==> src/hdl/scsi_map.vh <==
// Register offsets, field positions, reset values and timing counts of the smart card unit
`ifndef SCSI_MAP_VH
`define SCSI_MAP_VH
// ********************************
// Register byte offsets
// ********************************
`define SCSI_OFF_MODE    8'h00
`define SCSI_OFF_SCMODE  8'h04
`define SCSI_OFF_CTRL    8'h08
`define SCSI_OFF_STATUS  8'h0c
`define SCSI_OFF_TXDATA  8'h10
`define SCSI_OFF_RXDATA  8'h14
`define SCSI_OFF_BITRATE 8'h18
// ********************************
// Field positions
// ********************************
`define SCSI_MODE_GM     7
`define SCSI_MODE_BLK    6
`define SCSI_MODE_PAR_EN 5
`define SCSI_MODE_ODD    4
`define SCSI_MODE_BCP_LO 2
`define SCSI_SC_ENABLE   0
`define SCSI_SC_INVERT   2
`define SCSI_SC_MSB      3
`define SCSI_CT_TIE      7
`define SCSI_CT_RIE      6
`define SCSI_CT_TE       5
`define SCSI_CT_RE       4
`define SCSI_CT_CLOCK_LEVEL_FIX     1
`define SCSI_CT_CLOCK_OUTPUT_ENABLE     0
`define SCSI_ST_TX_DATA_EMPTY_FLAG     7
`define SCSI_ST_RX_DATA_FULL_FLAG     6
`define SCSI_ST_OVERRUN_ERROR_FLAG     5
`define SCSI_ST_ERS      4
`define SCSI_ST_PER      3
`define SCSI_ST_TRANSMIT_END_FLAG     2
// ********************************
// Reset values
// ********************************
`define SCSI_RST_STATUS  8'h84
`define SCSI_RST_BITRATE 8'hff
// ********************************
// Timing in half-etu units
// ********************************
`define SCSI_HALF_ERR_START 5'd21
`define SCSI_HALF_ERR_END   5'd23
`define SCSI_HALF_ERR_SMP   5'd22
`define SCSI_HALF_TRANSMIT_END_FLAG_BLK  5'd23
`define SCSI_HALF_TRANSMIT_END_FLAG_NRM  5'd25
`define SCSI_HALF_TRANSMIT_END_FLAG_GM   5'd22
`define SCSI_HALF_END_NRM   5'd26
`define SCSI_HALF_END_BLK   5'd23
`define SCSI_HALF_RETRY     5'd30
`endif

==> src/hdl/scsi_card_clk.v <==
// Card clock output generator with level fixing that keeps the pulse width
module scsi_card_clk (
  // Clock and reset
  input  wire core_clk,
  input  wire arst_n,
  input  wire clk_en,
  // Control
  input  wire basic_tick,
  input  wire out_enable,
  input  wire fix_mode,
  input  wire fix_level,
  // Pin
  output reg  sck_out,
  output reg  sck_oe
);
  // Toggle on basic ticks; when halted under fix mode, only stop at the fixed level
  always @(posedge core_clk or negedge arst_n) begin
    if (!arst_n) begin
      sck_out <= 1'b0;
      sck_oe  <= 1'b0;
    end else if (clk_en) begin
      sck_oe <= out_enable | fix_mode;
      if (out_enable) begin
        if (basic_tick)
          sck_out <= ~sck_out;
      end else if (fix_mode) begin
        // Wait for the natural edge so no short pulse appears
        if (basic_tick && sck_out != fix_level)
          sck_out <= fix_level;
      end else begin
        sck_out <= fix_level;
      end
    end
  end
endmodule

==> src/hdl/scsi_etu_gen.v <==
// Basic-clock divider and half-etu tick generator of the smart card unit
`include "scsi_map.vh"
module scsi_etu_gen (
  // Clock and reset
  input  wire       core_clk,
  input  wire       arst_n,
  input  wire       clk_en,
  // Configuration
  input  wire [7:0] bit_rate,
  input  wire [1:0] ratio_sel,
  input  wire       restart,
  // Ticks
  output reg        basic_tick,
  output reg        half_tick
);
  reg [7:0] pre_q;
  reg [8:0] bas_q;
  reg [8:0] half_lim;

  // basic clock ratio
  // Half of 32, 64, 372, 256 basic clocks; mid-bit lands on pulse 16, 32, 186, 128
  always @* begin
    case (ratio_sel)
      2'b00:   half_lim = 9'd15;
      2'b01:   half_lim = 9'd31;
      2'b10:   half_lim = 9'd185;
      2'b11:   half_lim = 9'd127;
      default: half_lim = 9'd15;
    endcase
  end

  // Prescaler then basic clock count; restart aligns to a start edge
  always @(posedge core_clk or negedge arst_n) begin
    if (!arst_n) begin
      pre_q      <= 8'h00;
      bas_q      <= 9'h000;
      basic_tick <= 1'b0;
      half_tick  <= 1'b0;
    end else if (clk_en) begin
      basic_tick <= 1'b0;
      half_tick  <= 1'b0;
      if (restart) begin
        pre_q <= 8'h00;
        bas_q <= 9'h000;
      end else if (pre_q >= bit_rate) begin
        pre_q      <= 8'h00;
        basic_tick <= 1'b1;
        if (bas_q >= half_lim) begin
          bas_q     <= 9'h000;
          half_tick <= 1'b1;
        end else begin
          bas_q <= bas_q + 9'd1;
        end
      end else begin
        pre_q <= pre_q + 8'd1;
      end
    end
  end
endmodule

==> src/hdl/scsi_top.v <==
// Smart card serial interface: AXI4-Lite registers, transmitter, receiver
//
// Added by the designer: the placing of the registers and the AXI4-Lite register port.
`include "scsi_map.vh"
module scsi_top (
  // Clock and reset
  input  wire        core_clk,
  input  wire        arst_n,
  input  wire        clk_en,
  // AXI4-Lite write address
  input  wire [7:0]  s_axi_awaddr,
  input  wire        s_axi_awvalid,
  output wire        s_axi_awready,
  // AXI4-Lite write data
  input  wire [31:0] s_axi_wdata,
  input  wire [3:0]  s_axi_wstrb,
  input  wire        s_axi_wvalid,
  output wire        s_axi_wready,
  // AXI4-Lite write response
  output reg  [1:0]  s_axi_bresp,
  output reg         s_axi_bvalid,
  input  wire        s_axi_bready,
  // AXI4-Lite read
  input  wire [7:0]  s_axi_araddr,
  input  wire        s_axi_arvalid,
  output wire        s_axi_arready,
  output reg  [31:0] s_axi_rdata,
  output reg  [1:0]  s_axi_rresp,
  output reg         s_axi_rvalid,
  input  wire        s_axi_rready,
  // Transfer controller access
  input  wire        xfer_wr,
  input  wire [7:0]  xfer_wdata,
  input  wire        xfer_rd,
  output wire [7:0]  xfer_rdata,
  // Request lines
  output wire        rx_error_irq,
  output wire        rx_full_irq,
  output wire        tx_empty_irq,
  // Card I/O line
  input  wire        io_in,
  output wire        io_out,
  output wire        io_oe,
  // Card clock pin
  output wire        sck_out,
  output wire        sck_oe,
  // Pin ownership
  output wire        pins_serial
);
  // ********************************
  // Registers
  // ********************************
  reg [7:0] mode_q, scm_q, ctrl_q, brr_q, tdr_q, rdr_q;
  reg       tx_data_empty_flag_q, rx_data_full_flag_q, overrun_error_flag_q, ers_q, per_q, transmit_end_flag_q;
  reg       aw_q, w_q;
  reg [7:0] awa_q;
  reg [7:0] wd_q;
  reg [3:0] tst_q, rst_q;
  reg [4:0] tha_q, rha_q;
  reg [3:0] tbit_q, rbit_q;
  reg [8:0] tsr_q, rsr_q;
  reg       tline_q, rline_q, tpend_q, errseen_q, rx_prev_q;

  wire block_transfer_mode    = mode_q[`SCSI_MODE_BLK];
  wire gm     = mode_q[`SCSI_MODE_GM];
  wire odd    = mode_q[`SCSI_MODE_ODD];
  wire data_invert   = scm_q[`SCSI_SC_INVERT];
  wire bit_order_msb_first   = scm_q[`SCSI_SC_MSB];
  wire smartcard_enable   = scm_q[`SCSI_SC_ENABLE];
  wire te     = ctrl_q[`SCSI_CT_TE];
  wire re     = ctrl_q[`SCSI_CT_RE];
  wire half_tick;
  wire basic_tick;

  // Bit reorder and data invert, used on both directions
  function [7:0] conv;
    input [7:0] d;
    input       msb;
    input       inv;
    integer     i;
    reg [7:0]   r;
    begin
      for (i = 0; i < 8; i = i + 1)
        r[i] = msb ? d[7 - i] : d[i];
      conv = inv ? ~r : r;
    end
  endfunction

  // ********************************
  // AXI4-Lite slave
  // ********************************
  assign s_axi_awready = !aw_q && !s_axi_bvalid;
  assign s_axi_wready  = !w_q && !s_axi_bvalid;
  assign s_axi_arready = !s_axi_rvalid;
  wire   do_wr = aw_q && w_q && !s_axi_bvalid;
  wire   rd_go = s_axi_arvalid && s_axi_arready;
  wire   wr_tdr  = (do_wr && awa_q == `SCSI_OFF_TXDATA) || xfer_wr;
  wire   wr_stat = do_wr && awa_q == `SCSI_OFF_STATUS;
  wire   rd_rdr  = (rd_go && s_axi_araddr == `SCSI_OFF_RXDATA) || xfer_rd;
  wire [7:0] tdr_new = xfer_wr ? xfer_wdata : wd_q;
  wire [7:0] status = {tx_data_empty_flag_q, rx_data_full_flag_q, overrun_error_flag_q, ers_q & ~block_transfer_mode, per_q, transmit_end_flag_q, 2'b00};
  assign xfer_rdata = rdr_q;

  // Capture address and data in either order, then write
  always @(posedge core_clk or negedge arst_n) begin
    if (!arst_n) begin
      aw_q <= 1'b0; w_q <= 1'b0; awa_q <= 8'h00; wd_q <= 8'h00;
      s_axi_bvalid <= 1'b0; s_axi_bresp <= 2'b00;
      mode_q <= 8'h00; scm_q <= 8'h00; ctrl_q <= 8'h00; brr_q <= `SCSI_RST_BITRATE;
    end else if (clk_en) begin
      if (s_axi_awvalid && s_axi_awready) begin
        aw_q  <= 1'b1;
        awa_q <= s_axi_awaddr;
      end
      if (s_axi_wvalid && s_axi_wready) begin
        w_q  <= 1'b1;
        wd_q <= s_axi_wstrb[0] ? s_axi_wdata[7:0] : 8'h00;
      end
      if (do_wr) begin
        aw_q <= 1'b0; w_q <= 1'b0;
        s_axi_bvalid <= 1'b1;
        s_axi_bresp  <= 2'b00;
        case (awa_q)
          `SCSI_OFF_MODE:    mode_q <= wd_q;
          `SCSI_OFF_SCMODE:  scm_q  <= wd_q & 8'h0d;
          `SCSI_OFF_CTRL:    ctrl_q <= wd_q;
          `SCSI_OFF_BITRATE: brr_q  <= wd_q;
          `SCSI_OFF_STATUS, `SCSI_OFF_TXDATA, `SCSI_OFF_RXDATA: s_axi_bresp <= 2'b00;
          default:           s_axi_bresp <= 2'b10;
        endcase
      end else if (s_axi_bvalid && s_axi_bready) begin
        s_axi_bvalid <= 1'b0;
      end
    end
  end

  // Read mux; unmapped addresses answer SLVERR with zero data
  always @(posedge core_clk or negedge arst_n) begin
    if (!arst_n) begin
      s_axi_rvalid <= 1'b0; s_axi_rdata <= 32'h0000_0000; s_axi_rresp <= 2'b00;
    end else if (clk_en) begin
      if (rd_go) begin
        s_axi_rvalid <= 1'b1;
        s_axi_rresp  <= 2'b00;
        case (s_axi_araddr)
          `SCSI_OFF_MODE:    s_axi_rdata <= {24'h000000, mode_q};
          `SCSI_OFF_SCMODE:  s_axi_rdata <= {24'h000000, scm_q};
          `SCSI_OFF_CTRL:    s_axi_rdata <= {24'h000000, ctrl_q};
          `SCSI_OFF_STATUS:  s_axi_rdata <= {24'h000000, status};
          `SCSI_OFF_TXDATA:  s_axi_rdata <= {24'h000000, tdr_q};
          `SCSI_OFF_RXDATA:  s_axi_rdata <= {24'h000000, rdr_q};
          `SCSI_OFF_BITRATE: s_axi_rdata <= {24'h000000, brr_q};
          default: begin
            s_axi_rdata <= 32'h0000_0000;
            s_axi_rresp <= 2'b10;
          end
        endcase
      end else if (s_axi_rvalid && s_axi_rready) begin
        s_axi_rvalid <= 1'b0;
      end
    end
  end

  // ********************************
  // Shared timing
  // ********************************
  // internal generator only
  wire rx_fall  = re && rst_q == 4'd0 && rx_prev_q && !io_in;
  scsi_etu_gen u_etu (
    .core_clk   (core_clk),
    .arst_n     (arst_n),
    .clk_en     (clk_en),
    .bit_rate   (brr_q),
    .ratio_sel  (mode_q[`SCSI_MODE_BCP_LO+1:`SCSI_MODE_BCP_LO]),
    .restart    (rx_fall || (te && tst_q == 4'd0 && tpend_q)),
    .basic_tick (basic_tick),
    .half_tick  (half_tick)
  );

  scsi_card_clk u_clk (
    .core_clk   (core_clk),
    .arst_n     (arst_n),
    .clk_en     (clk_en),
    .basic_tick (basic_tick),
    .out_enable (ctrl_q[`SCSI_CT_CLOCK_OUTPUT_ENABLE]),
    .fix_mode   (gm),
    .fix_level  (ctrl_q[`SCSI_CT_CLOCK_LEVEL_FIX]),
    .sck_out    (sck_out),
    .sck_oe     (sck_oe)
  );

  assign pins_serial = smartcard_enable;
  // Open-drain style: drive only low; line released otherwise
  assign io_out = 1'b0;
  assign io_oe  = smartcard_enable && (!tline_q || !rline_q);

  // ********************************
  // Transmitter
  // ********************************
  // States: idle, frame, guard
  localparam T_IDLE = 4'd0, T_RUN = 4'd1, T_WAIT = 4'd2;
  // flag point by block and clock fix mode; end point by block mode only
  wire [4:0] transmit_end_flag_pt = block_transfer_mode ? `SCSI_HALF_TRANSMIT_END_FLAG_BLK : (gm ? `SCSI_HALF_TRANSMIT_END_FLAG_GM : `SCSI_HALF_TRANSMIT_END_FLAG_NRM);
  wire [4:0] transmit_end_flag_at = block_transfer_mode ? `SCSI_HALF_END_BLK : `SCSI_HALF_END_NRM;
  wire       err_blk = overrun_error_flag_q || per_q;

  // Frame sequencer in half-etu steps from the start bit
  always @(posedge core_clk or negedge arst_n) begin
    if (!arst_n) begin
      tst_q <= T_IDLE; tha_q <= 5'd0; tsr_q <= 9'h1ff; tline_q <= 1'b1;
      tpend_q <= 1'b0; errseen_q <= 1'b0;
    end else if (clk_en) begin
      if (!te) begin
        tst_q <= T_IDLE; tline_q <= 1'b1; tpend_q <= 1'b0;
      end else begin
        if (wr_tdr)
          tpend_q <= 1'b1;
        case (tst_q)
          T_IDLE: begin
            if (tpend_q && !err_blk) begin
              // parity on converted data, odd select inverts it
              tsr_q     <= {(^conv(tdr_q, bit_order_msb_first, data_invert)) ^ odd, conv(tdr_q, bit_order_msb_first, data_invert)};
              tline_q   <= 1'b0;
              tha_q     <= 5'd0;
              errseen_q <= 1'b0;
              tpend_q   <= 1'b0;
              tst_q     <= T_RUN;
            end
          end
          T_RUN: begin
            if (half_tick) begin
              tha_q <= tha_q + 5'd1;
              if (tha_q[0] && tha_q < 5'd19) begin
                tline_q <= tsr_q[0];
                tsr_q   <= {1'b1, tsr_q[8:1]};
              end else if (tha_q == 5'd19) begin
                tline_q <= 1'b1;
              end
              if (tha_q + 5'd1 == `SCSI_HALF_ERR_SMP && !block_transfer_mode && !io_in)
                errseen_q <= 1'b1;
              if (tha_q + 5'd1 == transmit_end_flag_at) begin
                tst_q <= T_WAIT;
                tha_q <= 5'd0;
              end
            end
          end
          T_WAIT: begin
            if (errseen_q) begin
              if (half_tick)
                tha_q <= tha_q + 5'd1;
              if (half_tick && tha_q == 5'd3) begin
                tpend_q <= 1'b1;
                tst_q   <= T_IDLE;
              end
            end else begin
              tst_q <= T_IDLE;
            end
          end
          default: tst_q <= T_IDLE;
        endcase
      end
    end
  end

  // ********************************
  // Receiver
  // ********************************
  localparam R_IDLE = 4'd0, R_RUN = 4'd1;
  wire [7:0] rx_byte = conv(rsr_q[7:0], bit_order_msb_first, data_invert);
  wire       par_bad = ((^rsr_q[7:0]) ^ odd) != rsr_q[8];

  always @(posedge core_clk or negedge arst_n) begin
    if (!arst_n) begin
      rst_q <= R_IDLE; rha_q <= 5'd0; rsr_q <= 9'h000; rline_q <= 1'b1;
      rx_prev_q <= 1'b1; rdr_q <= 8'h00;
    end else if (clk_en) begin
      rx_prev_q <= io_in;
      case (rst_q)
        R_IDLE: begin
          rline_q <= 1'b1;
          if (rx_fall) begin
            rha_q <= 5'd0;
            rst_q <= R_RUN;
          end
        end
        R_RUN: begin
          if (!re) begin
            rst_q <= R_IDLE;
          end else if (half_tick) begin
            rha_q <= rha_q + 5'd1;
            if (!rha_q[0] && rha_q >= 5'd2 && rha_q <= 5'd18)
              rsr_q <= {io_in, rsr_q[8:1]};
            if (rha_q == 5'd19) begin
              rdr_q <= rx_byte;
            end
            if (rha_q + 5'd1 == `SCSI_HALF_ERR_START && par_bad && !block_transfer_mode)
              rline_q <= 1'b0;
            if (rha_q + 5'd1 == `SCSI_HALF_ERR_END) begin
              rline_q <= 1'b1;
              rst_q   <= R_IDLE;
            end
          end
        end
        default: rst_q <= R_IDLE;
      endcase
    end
  end

  // ********************************
  // Status flags
  // ********************************
  wire rx_done = rst_q == R_RUN && half_tick && rha_q == 5'd19;
  wire ers_set = tst_q == T_RUN && half_tick && tha_q + 5'd1 == `SCSI_HALF_ERR_SMP &&
                 !block_transfer_mode && !io_in;
  // Under clock fix mode the flag point meets the error sample; the error must win
  wire tx_fin  = tst_q == T_RUN && half_tick && tha_q + 5'd1 == transmit_end_flag_pt && !errseen_q &&
                 !ers_set;

  // Hardware set wins over a simultaneous software or controller clear, except the full flag: a byte done as it is cleared sets overrun instead
  always @(posedge core_clk or negedge arst_n) begin
    if (!arst_n) begin
      {tx_data_empty_flag_q, rx_data_full_flag_q, overrun_error_flag_q, ers_q, per_q, transmit_end_flag_q} <= 6'b100001;
      tdr_q <= 8'h00;
    end else if (clk_en) begin
      if (wr_tdr)
        tdr_q <= tdr_new;
      tx_data_empty_flag_q <= tx_fin | (tx_data_empty_flag_q & ~wr_tdr & ~(wr_stat & ~wd_q[`SCSI_ST_TX_DATA_EMPTY_FLAG]));
      transmit_end_flag_q <= tx_fin | (transmit_end_flag_q & ~wr_tdr);
      rx_data_full_flag_q <= (rx_done & ~par_bad & ~rx_data_full_flag_q) |
                (rx_data_full_flag_q & ~rd_rdr & ~(wr_stat & ~wd_q[`SCSI_ST_RX_DATA_FULL_FLAG]));
      overrun_error_flag_q <= (rx_done & ~par_bad & rx_data_full_flag_q) | (overrun_error_flag_q & ~(wr_stat & ~wd_q[`SCSI_ST_OVERRUN_ERROR_FLAG]));
      per_q  <= (rx_done & par_bad) | (per_q & ~(wr_stat & ~wd_q[`SCSI_ST_PER]));
      ers_q  <= ers_set | (ers_q & ~(wr_stat & ~wd_q[`SCSI_ST_ERS]));
    end
  end

  assign rx_error_irq = ctrl_q[`SCSI_CT_RIE] & (per_q | overrun_error_flag_q | (ers_q & ~block_transfer_mode));
  assign rx_full_irq  = ctrl_q[`SCSI_CT_RIE] & rx_data_full_flag_q;
  assign tx_empty_irq = ctrl_q[`SCSI_CT_TIE] & transmit_end_flag_q & te;
endmodule
==> config.mk <==
export PLATFORM = sky130hd
export DESIGN_NAME = scsi_top
export DESIGN_NICKNAME = d
export VERILOG_FILES = /design/src/hdl/scsi_card_clk.v /design/src/hdl/scsi_etu_gen.v /design/src/hdl/scsi_top.v
export VERILOG_INCLUDE_DIRS = /design/src /design/src/hdl
export SDC_FILE = /design/constraint.sdc
export NUM_CORES = 1
export LEC_CHECK = 0
export BUFFER_PORTS_ARGS = -buffer_cell sky130_fd_sc_hd__buf_2
export CORE_UTILIZATION = 55
export DETAILED_ROUTE_END_ITERATION = 8
export PLACE_DENSITY = 0.78
export SKIP_LAST_GASP = 1
export SYNTH_ARGS = -nofsm -noshare
export SYNTH_HDL_FRONTEND = slang
export SYNTH_SLANG_ARGS = --single-unit
export TNS_END_PERCENT = 1
==> constraint.sdc <==
create_clock -name core_clk -period 2.5 [get_ports core_clk]
set_input_delay 0.5 -clock core_clk [delete_from_list [all_inputs] [get_ports core_clk]]
set_output_delay 0.5 -clock core_clk [all_outputs]
set_load 0.01 [all_outputs]
==> summary.txt, run 1 <==
Num CTS Buffers -> 17
TritonCTS clock tree -> yes
post-synthesis register bit count -> 136
Rel. slew slack -> 37.8%
asr flop ratio synth -> 100%
Worst-Margin Slew -> 0.934 ns
die area -> 0.0146 mm^2
VDD IR max -> 0.000698 V
setup tns final -> 0 ns
Setup WS pre-CTS -> 0.142 ns
met2 Use GR -> 44.7%
WL final -> 18800 um
fill count -> 1109
Antenna Nets Post-Route -> 0
ys flop type -> dfrtp_1
root buffer cell -> clkbuf_16
DP Wirelength -> 13800 um
hold crit path type -> input port to async pin
synthesized cell area -> 0.00779 mm^2
initial antenna violation count -> 0
share of post-route cells with drive strength above 1 -> 24.0%
PostCTS Resize Cnt -> 0
initial core utilization -> 56.3%
residual DRC count -> 0
Power Density -> 758 mW/mm^2
status -> complete, no violations
Rows -> 43
Critical Path RT -> 2.87 ns
Placer Congestion -> 0.847
Via-to-Cell Ratio -> 5.84
post-synthesis sequential area ratio -> 44.0%
Syn Inst Count -> 783
Die Y -> 121 um
gr ovfl total -> 0
Layout Skew -> 0.00748 ns
postcts setup bufs -> 0
area of the core -> 0.0138 mm^2
detailed-route via count -> 6166
Max Cap Viol -> 0
critical path fanouts, max -> 11
Synth Warn # -> 0
final hold vios -> 0
Final setup viols -> 0
GRT Util Overall -> 27.8%
final count of pins violating max slew -> 0
RSZ-0062 raised after global routing -> no
Static Leak -> 4.18 nW
global-route wire length before repair -> 30800 um
Post-Route Utilization -> 64.5%
clock sinks -> 136
Post-synth EDFFs -> 0
GRT Max-Usage Layer -> met2
drt pass-1 iters -> 5
Layout Nets -> 961
largest net degree at the start of global routing -> 57
critical path endpoint category -> flop
Longest Clk Path Bufs -> 2
Fmax -> 0.432 GHz
Avg WL per Cell -> 17.8 um
I/O pin count -> 128
clk_lat worst skew -> 0.43 ns
Die Width -> 121 um
Startpoint Class -> flop
IO Port Bufs -> 73
vias in the first global route -> 5890
period utilisation layout -> 92.7%
Reg clk slew, reported paths -> 0.06 ns
GRT met1 Usage -> 36.4%
H-tree level count -> 4
hold buffer count at CTS -> 0
met3 GRT Util -> 6.20%
ant diodes -> 0
Synth Area per Inst -> 9.95 um^2
Layout area overhead -> 14.4%
Arr. time, crit path -> 2.68 ns
Initial DRC Count -> 468
post-route setup slack -> 0.184 ns
Setup Crit Path Kind -> flop to flop
Netlist cell types -> 78
fin crit period -> 2.32 ns
kinds of logic after synthesis:
group                    after synthesis  synth area share, %
buffers and inverters                 92                 5.93
adder cells (fa/ha/maj)               27                 4.34
AND/OR/NAND/NOR                      223                 14.9
XOR/XNOR                              45                 5.24
AO/OA/AOI/OAI                        192                 16.3
other                                  1               0.0481
multiplexers                          67                 9.24
flip-flops                           136                 44.0
per-layer routing:
metal / part of all wire [%] / up-vias
li1: - / 2908
met1: 44 / 3006
met2: 48 / 209
met3: 5.4 / 43
met4: 3.0 / 0
met5: 0 / -
power by group:
group          switching (mW)  leakage, nW  internal (mW)
clock                   0.918        0.289           1.59
combinational           0.630         2.15          0.568
sequential              0.495         1.74           2.55
total                    2.04         4.18           4.72
synth_stat cells, types with 5 or more instances:
cell        n  area (um^2)
buf_1       5         18.8
nor2b_1     5         31.3
buf_4      28          210
and3_1      5         31.3
o21ai_1     6         30.0
ha_1       27          338
a211oi_1    6         45.0
mux2i_1    28          280
o21ai_0    58          290
xor2_1     25          219
a22oi_1    11         82.6
nand2b_1    8         50.1
dfstp_2    22          578
dfrtp_1   114         2850
a211o_1     5         43.8
a221oi_1    6         52.6
a22o_1     17          149
mux2_2     39          439
a21o_1      5         37.5
nand4_1     6         37.5
xnor2_1    19          166
nand3_1    25          125
a21oi_1    37          185
inv_1      32          120
nor3_1      5         25.0
nor2_1     48          180
nand2_1    81          304
buf_2       7         35.0
clkbuf_1   17         63.8
worst paths after layout:
| check | from | end | slack [ns] | depth (start not counted) |
|---|---|---|---|---|
| max reg2reg | mode_q[3] | u_etu.bas_q[2] | 0.18 | 10 |
| max | mode_q[3] | u_etu.bas_q[2] | 0.18 | 10 |
| max in group asynchronous | arst_n | tsr_q[8] | 1.75 | 2 |
| min in group core_clk | s_axi_awaddr[4] | awa_q[4] | 0.31 | 2 |
| min | arst_n | s_axi_rdata[3] | 0.03 | 1 |
| min reg2reg | s_axi_rresp[1] | s_axi_rresp[1] | 0.49 | 2 |
critical path, cell delays in order (launching register included):
cell and delay (ns):
dfrtp_1 0.45, inv_1 0.09, nor2_1 0.21, ha_1 0.27
a21o_1 0.15, a211oi_1 0.24, o31a_1 0.21, nand4_1 0.12
buf_4 0.21, nor3b_1 0.20, a211o_1 0.11
placed cells by master (no fill, tap or decap), types with 27 or more instances in the layout:
cell type / instances
dfrtp_1: 114
nand2_1: 81
buf_2: 72
o21ai_0: 58
nor2_1: 48
mux2_2: 39
a21oi_1: 37
inv_1: 32
mux2i_1: 28
ha_1: 27
conb_1: 27
state kept, by name, indices dropped and copies added (netlist names), 2 cells and up:
register / count
tha_q: 5
s_axi_rdata: 8
ctrl_q: 8
u_etu.pre_q: 8
rha_q: 5
mode_q: 8
brr_q: 8
tdr_q: 8
tsr_q: 9
xfer_rdata: 8
tst_q: 2
rsr_q: 9
wd_q: 8
u_etu.bas_q: 9
awa_q: 8
scm_q: 3
layout make-up:
type | instances | area [um^2] | area share [%]
clock buffers | 25 | 505 | 5.67
clock inverters | 7 | 90.1 | 1.01
inverters | 33 | 124 | 1.39
multi-input cells | 581 | 4000 | 44.8
flip-flops and latches | 136 | 3430 | 38.5
well taps | 180 | 225 | 2.53
repair buffers | 94 | 542 | 6.08
through the flow:
step	std cells	hold slack (ns)	instance area, um^2	power (mW)
after floorplan	809	0.204	7890	3.79
after global placement	1024	0.462	8320	4.20
after detailed placement	1024	0.479	8320	4.26
after CTS	1056	0.0472	8910	6.78
after global routing	1056	0.0669	8910	7.08
final	1056	0.0251	8910	6.76
(Power assumes the default switching activity.)
==> run 2, diff against run 1 <==
--- a/config.mk
+++ b/config.mk
@@ -9,5 +9,4 @@
 export BUFFER_PORTS_ARGS = -buffer_cell sky130_fd_sc_hd__buf_2
-export CORE_UTILIZATION = 55
+export CORE_UTILIZATION = 40
 export DETAILED_ROUTE_END_ITERATION = 8
-export PLACE_DENSITY = 0.78
 export SKIP_LAST_GASP = 1
--- a/constraint.sdc
+++ b/constraint.sdc
@@ -3,2 +3,2 @@
 set_output_delay 0.5 -clock core_clk [all_outputs]
-set_load 0.01 [all_outputs]
+set_load 0.02 [all_outputs]
==> run 2 against run 1 <==
Critical path depth stayed put. Sequential share of layout area is 0.91 points lower. Highest routed layer unchanged. Die area rose by 37%. Non-clock buffer count is the same. Clock power increased by 18%. Wire length increased by 6.5%. Global-route usage fell by 6.5 points. Fmax rose by 1.3%. Critical path type unchanged. Cell count grew 7.6%. Core utilization is 16 points lower.
==> summary.txt, run 2 (same netlist as run 1, synthesis figures left out) <==
die area -> 0.0200 mm^2 (+37%)
most common cell after layout, fill and taps aside -> dfrtp_1
Largest regs -> rsr_q: 9 flops, tsr_q: 9 flops, u_etu.bas_q: 9 flops
sw frac -> 29.8% (-0.43 points)
Rows -> 50 (+16%)
area of the core -> 0.0189 mm^2 (+37%)
TritonCTS clock tree -> yes
H-tree level count -> 4 (unchanged)
final hold vios -> 0 (unchanged)
initial core utilization -> 41.2% (-15 points)
Rel. slew slack -> 39.0% (+1.2 points)
Layout Nets -> 961 (unchanged)
critical path endpoint category -> flop
gr ovfl total -> 0 (unchanged)
Longest Clk Path Bufs -> 2 (unchanged)
Die Y -> 142 um (+17%)
crit-path cells -> inv_1, nor2_1, ha_1, a21o_1, a211oi_1, o31a_1, nand4_1, buf_4, nor3_1, a211o_1
largest net degree at the start of global routing -> 69 (+21%)
Placement Cell Area -> 0.00842 mm^2 (+1.3%)
Setup Crit Path Kind -> flop to flop
WL final -> 20000 um (+6.5%)
IO Port Bufs -> 73 (unchanged)
share of post-route cells with drive strength above 1 -> 24.1% (+0.11 points)
status -> complete, no violations
Die Width -> 142 um (+17%)
Buffers & Inverters on Critical Path -> 2 (unchanged)
ant diodes -> 0 (unchanged)
Placer Congestion -> 0.839 (-0.94%)
Critical Path RT -> 2.87 ns (about the same)
Reg clk slew, reported paths -> 0.06 ns (about the same)
residual DRC count -> 0 (unchanged)
CP peak stage delay -> 0.42 ns (-0.03 ns)
Layout area overhead -> 17.2%
VDD IR max -> 0.000563 V (-19%)
RSZ-0062 raised after global routing -> no
Psw -> 2.17 mW (+6.1%)
vias in the first global route -> 5877 (-0.22%)
detailed-route via count -> 6057 (-1.8%)
DP Wirelength -> 14800 um (+7.0%)
Num CTS Buffers -> 17 (unchanged)
Int Pwr -> 5.10 mW (+8.3%)
period utilisation layout -> 91.4% (-1.2 points)
Power Density -> 797 mW/mm^2 (+5.0%)
post-route cell area -> 0.00913 mm^2 (+2.4%)
Antenna Nets Post-Route -> 0 (unchanged)
Startpoint Class -> flop
final count of pins violating max slew -> 0 (unchanged)
Layout Skew -> 0.0105 ns (+0.00300 ns)
Max Cap Viol -> 0 (unchanged)
fill count -> 1812 (+63%)
critical path fanouts, max -> 11 (unchanged)
clock sinks -> 136 (unchanged)
root buffer cell -> clkbuf_16
hold crit path type -> input port to flop
combinational share of power -> 17.0% (-0.7 points)
cell family with most CP delay -> compound AO/OA/AOI/OAI gates
Worst path slowest cell -> dfrtp_1
clk_lat worst skew -> 0.43 ns (about the same)
Seq pwr share -> 42.2% (-2.9 points)
drt pass-1 iters -> 5 (unchanged)
Worst-Margin Slew -> 0.915 ns (-0.0184 ns)
Initial DRC Count -> 371 (-21%)
GRT Util Overall -> 21.3% (-6.5 points)
I/O pin count -> 128 (unchanged)
most frequent cells in the layout -> dfrtp_1 (114), nand2_1 (81), buf_2 (72)
Avg WL per Cell -> 17.6 um (-1.0%)
Static Leak -> 4.22 nW (+1.1%)
Clk pwr share -> 40.8% (+3.6 points)
setup tns final -> 0 ns (unchanged)
Fmax -> 0.437 GHz (+1.3%)
initial antenna violation count -> 0 (unchanged)
global-route wire length before repair -> 32200 um (+4.6%)
Via-to-Cell Ratio -> 5.33 (-8.7%)
fin crit period -> 2.29 ns (-0.0303 ns)
Arr. time, crit path -> 2.66 ns (-0.02 ns)
Final setup viols -> 0 (unchanged)
[run 2: cell type report]
| cell class | instances | area [um^2] | area share (%) |
|---|---|---|---|
| Multi-Input combinational cell | 581 | 4000 | 43.8 |
| Inverter | 33 | 124 | 1.36 |
| Clock inverter | 10 | 213 | 2.33 |
| Tap cell | 260 | 325 | 3.56 |
| Timing Repair Buffer | 94 | 557 | 6.10 |
| Sequential cell | 136 | 3430 | 37.6 |
| Clock buffer | 22 | 484 | 5.30 |
[run 2: power by group through the flow]
| stage | clock network (mW) | logic (mW) | registers, mW |
|---|---|---|---|
| 6_report | 2.97 | 1.24 | 3.07 |
| 5_1_grt | 3.11 | 1.39 | 3.11 |
| 4_1_cts | 3.01 | 1.25 | 3.06 |
| 3_5_place_dp | 0 | 1.24 | 3.10 |
| 3_3_place_gp | 0 | 1.20 | 3.10 |
| 2_1_floorplan | 0 | 0.976 | 2.87 |
[run 2: final timing paths]
kind | start | cells after the start | slack (ns) | end
setup / recovery | mode_q[3] | 10 | 0.21 | u_etu.bas_q[3]
max in group asynchronous | arst_n | 3 | 1.23 | tsr_q[2]
min in group asynchronous | arst_n | 2 | 0.54 | rsr_q[0]
hold reg to reg | transmit_end_flag_q | 2 | 0.48 | transmit_end_flag_q
hold / removal | s_axi_awaddr[7] | 2 | 0.30 | awa_q[7]
setup reg to reg | mode_q[3] | 10 | 0.21 | u_etu.bas_q[3]
[run 2: metal layers]
metal,GRT usage [%],wire length (um)
met5,0,0
met4,6.28,329
met1,29.5,9570
met3,5.67,1060
met2,32.7,9070
[run 2: repair_timing]
| action | in CTS | in global routing |
|---|---|---|
| hold endpoints to repair | 29 | 0 |
| setup buffers | 0 | 0 |
| hold buffers | 1 | 0 |
| resized for setup | 0 | 0 |
[run 2: metrics by stage]
| step | total power [mW] | worst slack [ns] | util (%) | hold WS (ns) | instances |
|---|---|---|---|---|---|
| 3_5_place_dp | 4.33 | 0.151 | 44.6 | 0.428 | 1103 |
| 4_1_cts | 7.33 | 0.199 | 48.3 | 0.284 | 1136 |
| 2_1_floorplan | 3.84 | 0.442 | - | 0.204 | 809 |
| 3_3_place_gp | 4.30 | 0.166 | 44.6 | 0.424 | 1103 |
| 5_1_grt | 7.61 | 0.0187 | 48.3 | 0.282 | 1136 |
| 6_report | 7.27 | 0.214 | 48.3 | 0.298 | 1136 |
==> run 3, diff against run 2 <==
Settings changed: ABC_AREA set to 1, CELL_PAD_IN_SITES_DETAIL_PLACEMENT set to 0, CELL_PAD_IN_SITES_GLOBAL_PLACEMENT set to 1, PLACE_DENSITY_LB_ADDON set to 0.1.
==> run 3 against run 2 <==
Total power rose by 18%. Critical endpoint is now rx_error_irq. Via count rose by 14%. Synthesized cell count rose by 33%. Cell count rose by 23%. Combinational power rose by 130%.
==> summary.txt, run 3 <==
status -> complete, no violations
Final Power -> 8.55 mW (+18%)
period utilisation layout -> 90.5% (-0.90 points)
vias in the first global route -> 6548 (+11%)
final count of pins violating max slew -> 0 (unchanged)
gr ovfl total -> 0 (unchanged)
post-synth top area share -> 35.1% (-1.5 points)
top cells by area, synth -> dfrtp_1 (35%), nand2_1 (14%), dfstp_2 (7.1%)
postcts setup bufs -> 0 (unchanged)
largest net degree at the start of global routing -> 58 (-16%)
Max Cap Viol -> 0 (unchanged)
synthesized cell area -> 0.00813 mm^2 (+4.4%)
post-route cell area -> 0.00927 mm^2 (+1.5%)
H-tree level count -> 4 (unchanged)
Critical Path RT -> 2.00 ns (-0.87 ns)
root buffer cell -> clkbuf_16
global-route wire length before repair -> 36000 um (+12%)
fin crit period -> 2.26 ns (-0.0225 ns)
hold crit path type -> input port to async pin
most common cell after layout, fill and taps aside -> nand2_1
Longest Clk Path Bufs -> 2 (unchanged)
die area -> 0.0209 mm^2 (+4.3%)
Power Density -> 923 mW/mm^2 (+16%)
leading area contributor after synthesis -> dfrtp_1
Via-to-Cell Ratio -> 4.95 (-7.1%)
Synth Area per Inst -> 7.80 um^2 (-22%)
Layout area overhead -> 14.0%
asr flop ratio synth -> 100% (unchanged)
crit-path cells -> inv_1, nand2_1, a21oi_1, buf_2
GRT Util Overall -> 23.2% (+1.9 points)
share of post-route cells with drive strength above 1 -> 17.3% (-6.7 points)
Synth Warn # -> 0 (unchanged)
top post-synthesis cells by count -> nand2_1 (298), dfrtp_1 (114), inv_1 (109)
clock sinks -> 136 (unchanged)
Avg WL per Cell -> 16.1 um (-8.5%)
top-count cell post-synth -> nand2_1
Startpoint Class -> flop
Rows -> 51 (+2.0%)
area of the core -> 0.0197 mm^2 (+4.4%)
Layout Cells excl Fill -> 1395 (+23%)
post-synthesis register bit count -> 136 (unchanged)
initial core utilization -> 41.2% (about the same)
Largest regs -> rsr_q: 9 flops, tsr_q: 9 flops, u_etu.bas_q: 9 flops
setup tns final -> 0 ns (unchanged)
Num CTS Buffers -> 17 (unchanged)
residual DRC count -> 0 (unchanged)
ys flop type -> dfrtp_1
critical path endpoint category -> output pin
Initial DRC Count -> 380 (+2.4%)
Syn Inst Count -> 1043 (+33%)
ant diodes -> 0 (unchanged)
RSZ-0062 raised after global routing -> no
drt pass-1 iters -> 6 (+1)
Worst-Margin Slew -> 0.844 ns (-0.0711 ns)
Worst path slowest cell -> dfrtp_1
clk_lat worst skew -> 0.43 ns (about the same)
Placement Cell Area -> 0.00868 mm^2 (+3.0%)
Setup Crit Path Kind -> flop to output pin
DP Wirelength -> 17100 um (+16%)
Reg clk slew, reported paths -> 0.07 ns (about the same)
most frequent cells in the layout -> nand2_1 (298), dfrtp_1 (114), inv_1 (109)
Fmax -> 0.442 GHz (+0.99%)
post-synthesis sequential area ratio -> 42.2% (-1.8 points)
CP peak stage delay -> 0.43 ns (about the same)
Netlist cell types -> 59 (-24%)
Arr. time, crit path -> 1.76 ns (-0.90 ns)
Final setup viols -> 0 (unchanged)
WL final -> 22500 um (+12%)
IO Port Bufs -> 73 (unchanged)
TritonCTS clock tree -> yes
Rel. slew slack -> 43.5% (+4.5 points)
Die Width -> 145 um (+2.1%)
VDD IR max -> 0.000515 V (-8.6%)
DP Cell Count -> 1363 (+24%)
initial antenna violation count -> 0 (unchanged)
Static Leak -> 4.45 nW (+5.3%)
Layout Skew -> 0.0120 ns (+0.00157 ns)
Die Y -> 145 um (+2.1%)
critical path fanouts, max -> 8 (-3)
I/O pin count -> 128 (unchanged)
Antenna Nets Post-Route -> 0 (unchanged)
Post-synth EDFFs -> 0 (unchanged)
Placer Congestion -> 0.810 (-3.5%)
detailed-route via count -> 6912 (+14%)
Layout Nets -> 1215 (+26%)
final hold vios -> 0 (unchanged)
## run 3: changes by cell type after synthesis, moves of 11 or more
cell	delta
mux2_2	-38
a22o_1	-17
o21ai_0	+39
inv_1	+77
a22oi_1	-11
mux2i_1	-28
o21ai_1	+14
a21oi_1	-19
nand3_1	+37
o22ai_1	+13
nand2_1	+217
## run 3: final timing paths
kind | startpoint | to | slack, ns | cells after the start
hold reg to reg | s_axi_rdata[5] | s_axi_rdata[5] | 0.48 | 2
min in group core_clk | s_axi_awaddr[0] | awa_q[0] | 0.26 | 3
max in group asynchronous | arst_n | brr_q[7] | 1.79 | 2
setup / recovery | mode_q[6] | rx_error_irq | 0.24 | 4
setup reg to reg | mode_q[3] | u_etu.bas_q[1] | 0.37 | 9
hold / removal | arst_n | rsr_q[1] | 0.04 | 1
## run 3: report_power, final
group          internal, mW  switching [mW]  leakage, nW  total [mW]
Sequential             2.71           0.452         1.72        3.16
Clock                  1.51           0.985        0.290        2.50
Combinational         0.952            1.94         2.44        2.89
## run 3: through the flow
step	hold slack [ns]	utilization, %	setup WS [ns]
after floorplan	0.204	-	0.645
after global placement	0.467	44.0	0.272
after detailed placement	0.468	44.0	0.193
after CTS	0.0664	47.0	0.171
after global routing	0.0776	47.0	0.0412
final	0.0351	47.0	0.236
## run 3: final cells by class
cell class                 instances  area (um^2)
clock inverter                    13          128
fill                            2046        10500
multi-input combinational        754         3950
tap                              265          332
inverter                         122          463
clock buffer                      19          453
sequential                       136         3430
timing repair buffer              86          507
## run 3: logic make-up (layout without fill, tap and decap cells)
group                      Yosys count  in the layout  share of synthesized area, %
xor gates and xnor gates            31             31                          3.52
DFF                                136            136                          42.2
and+or+nand+nor                    468            468                          25.1
adders and majority gates           27             27                          4.16
AOI/OAI and AO/OA                  199            199                          14.2
buffers and inverters              179            240                          10.5
muxes                                2              2                         0.277
other                                1             27                        0.0461
## run 3: metal layers
| layer | track usage, % | vias to the layer above | part of all wire [%] |
|---|---|---|---|
| met5 | 0 | - | 0 |
| met3 | 4.07 | 21 | 4.6 |
| li1 | - | 3499 | - |
| met4 | 6.65 | 0 | 1.2 |
| met1 | 32.5 | 3229 | 49 |
| met2 | 36.5 | 163 | 45 |
## run 3: timing repair
action                                  4_1_cts  5_1_grt
resized for setup                             0        2
hold buffers                                  0        0
endpoints found under the setup margin        0        9
## run 3: critical path: cells and delay by family, from the launching register on
| family | cells | cell delay [ns] |
|---|---|---|
| flip-flops | 1 | 0.43 |
| AND/OR/NAND/NOR | 1 | 0.18 |
| AO/OA/AOI/OAI | 1 | 0.24 |
| buffers and inverters | 2 | 0.49 |
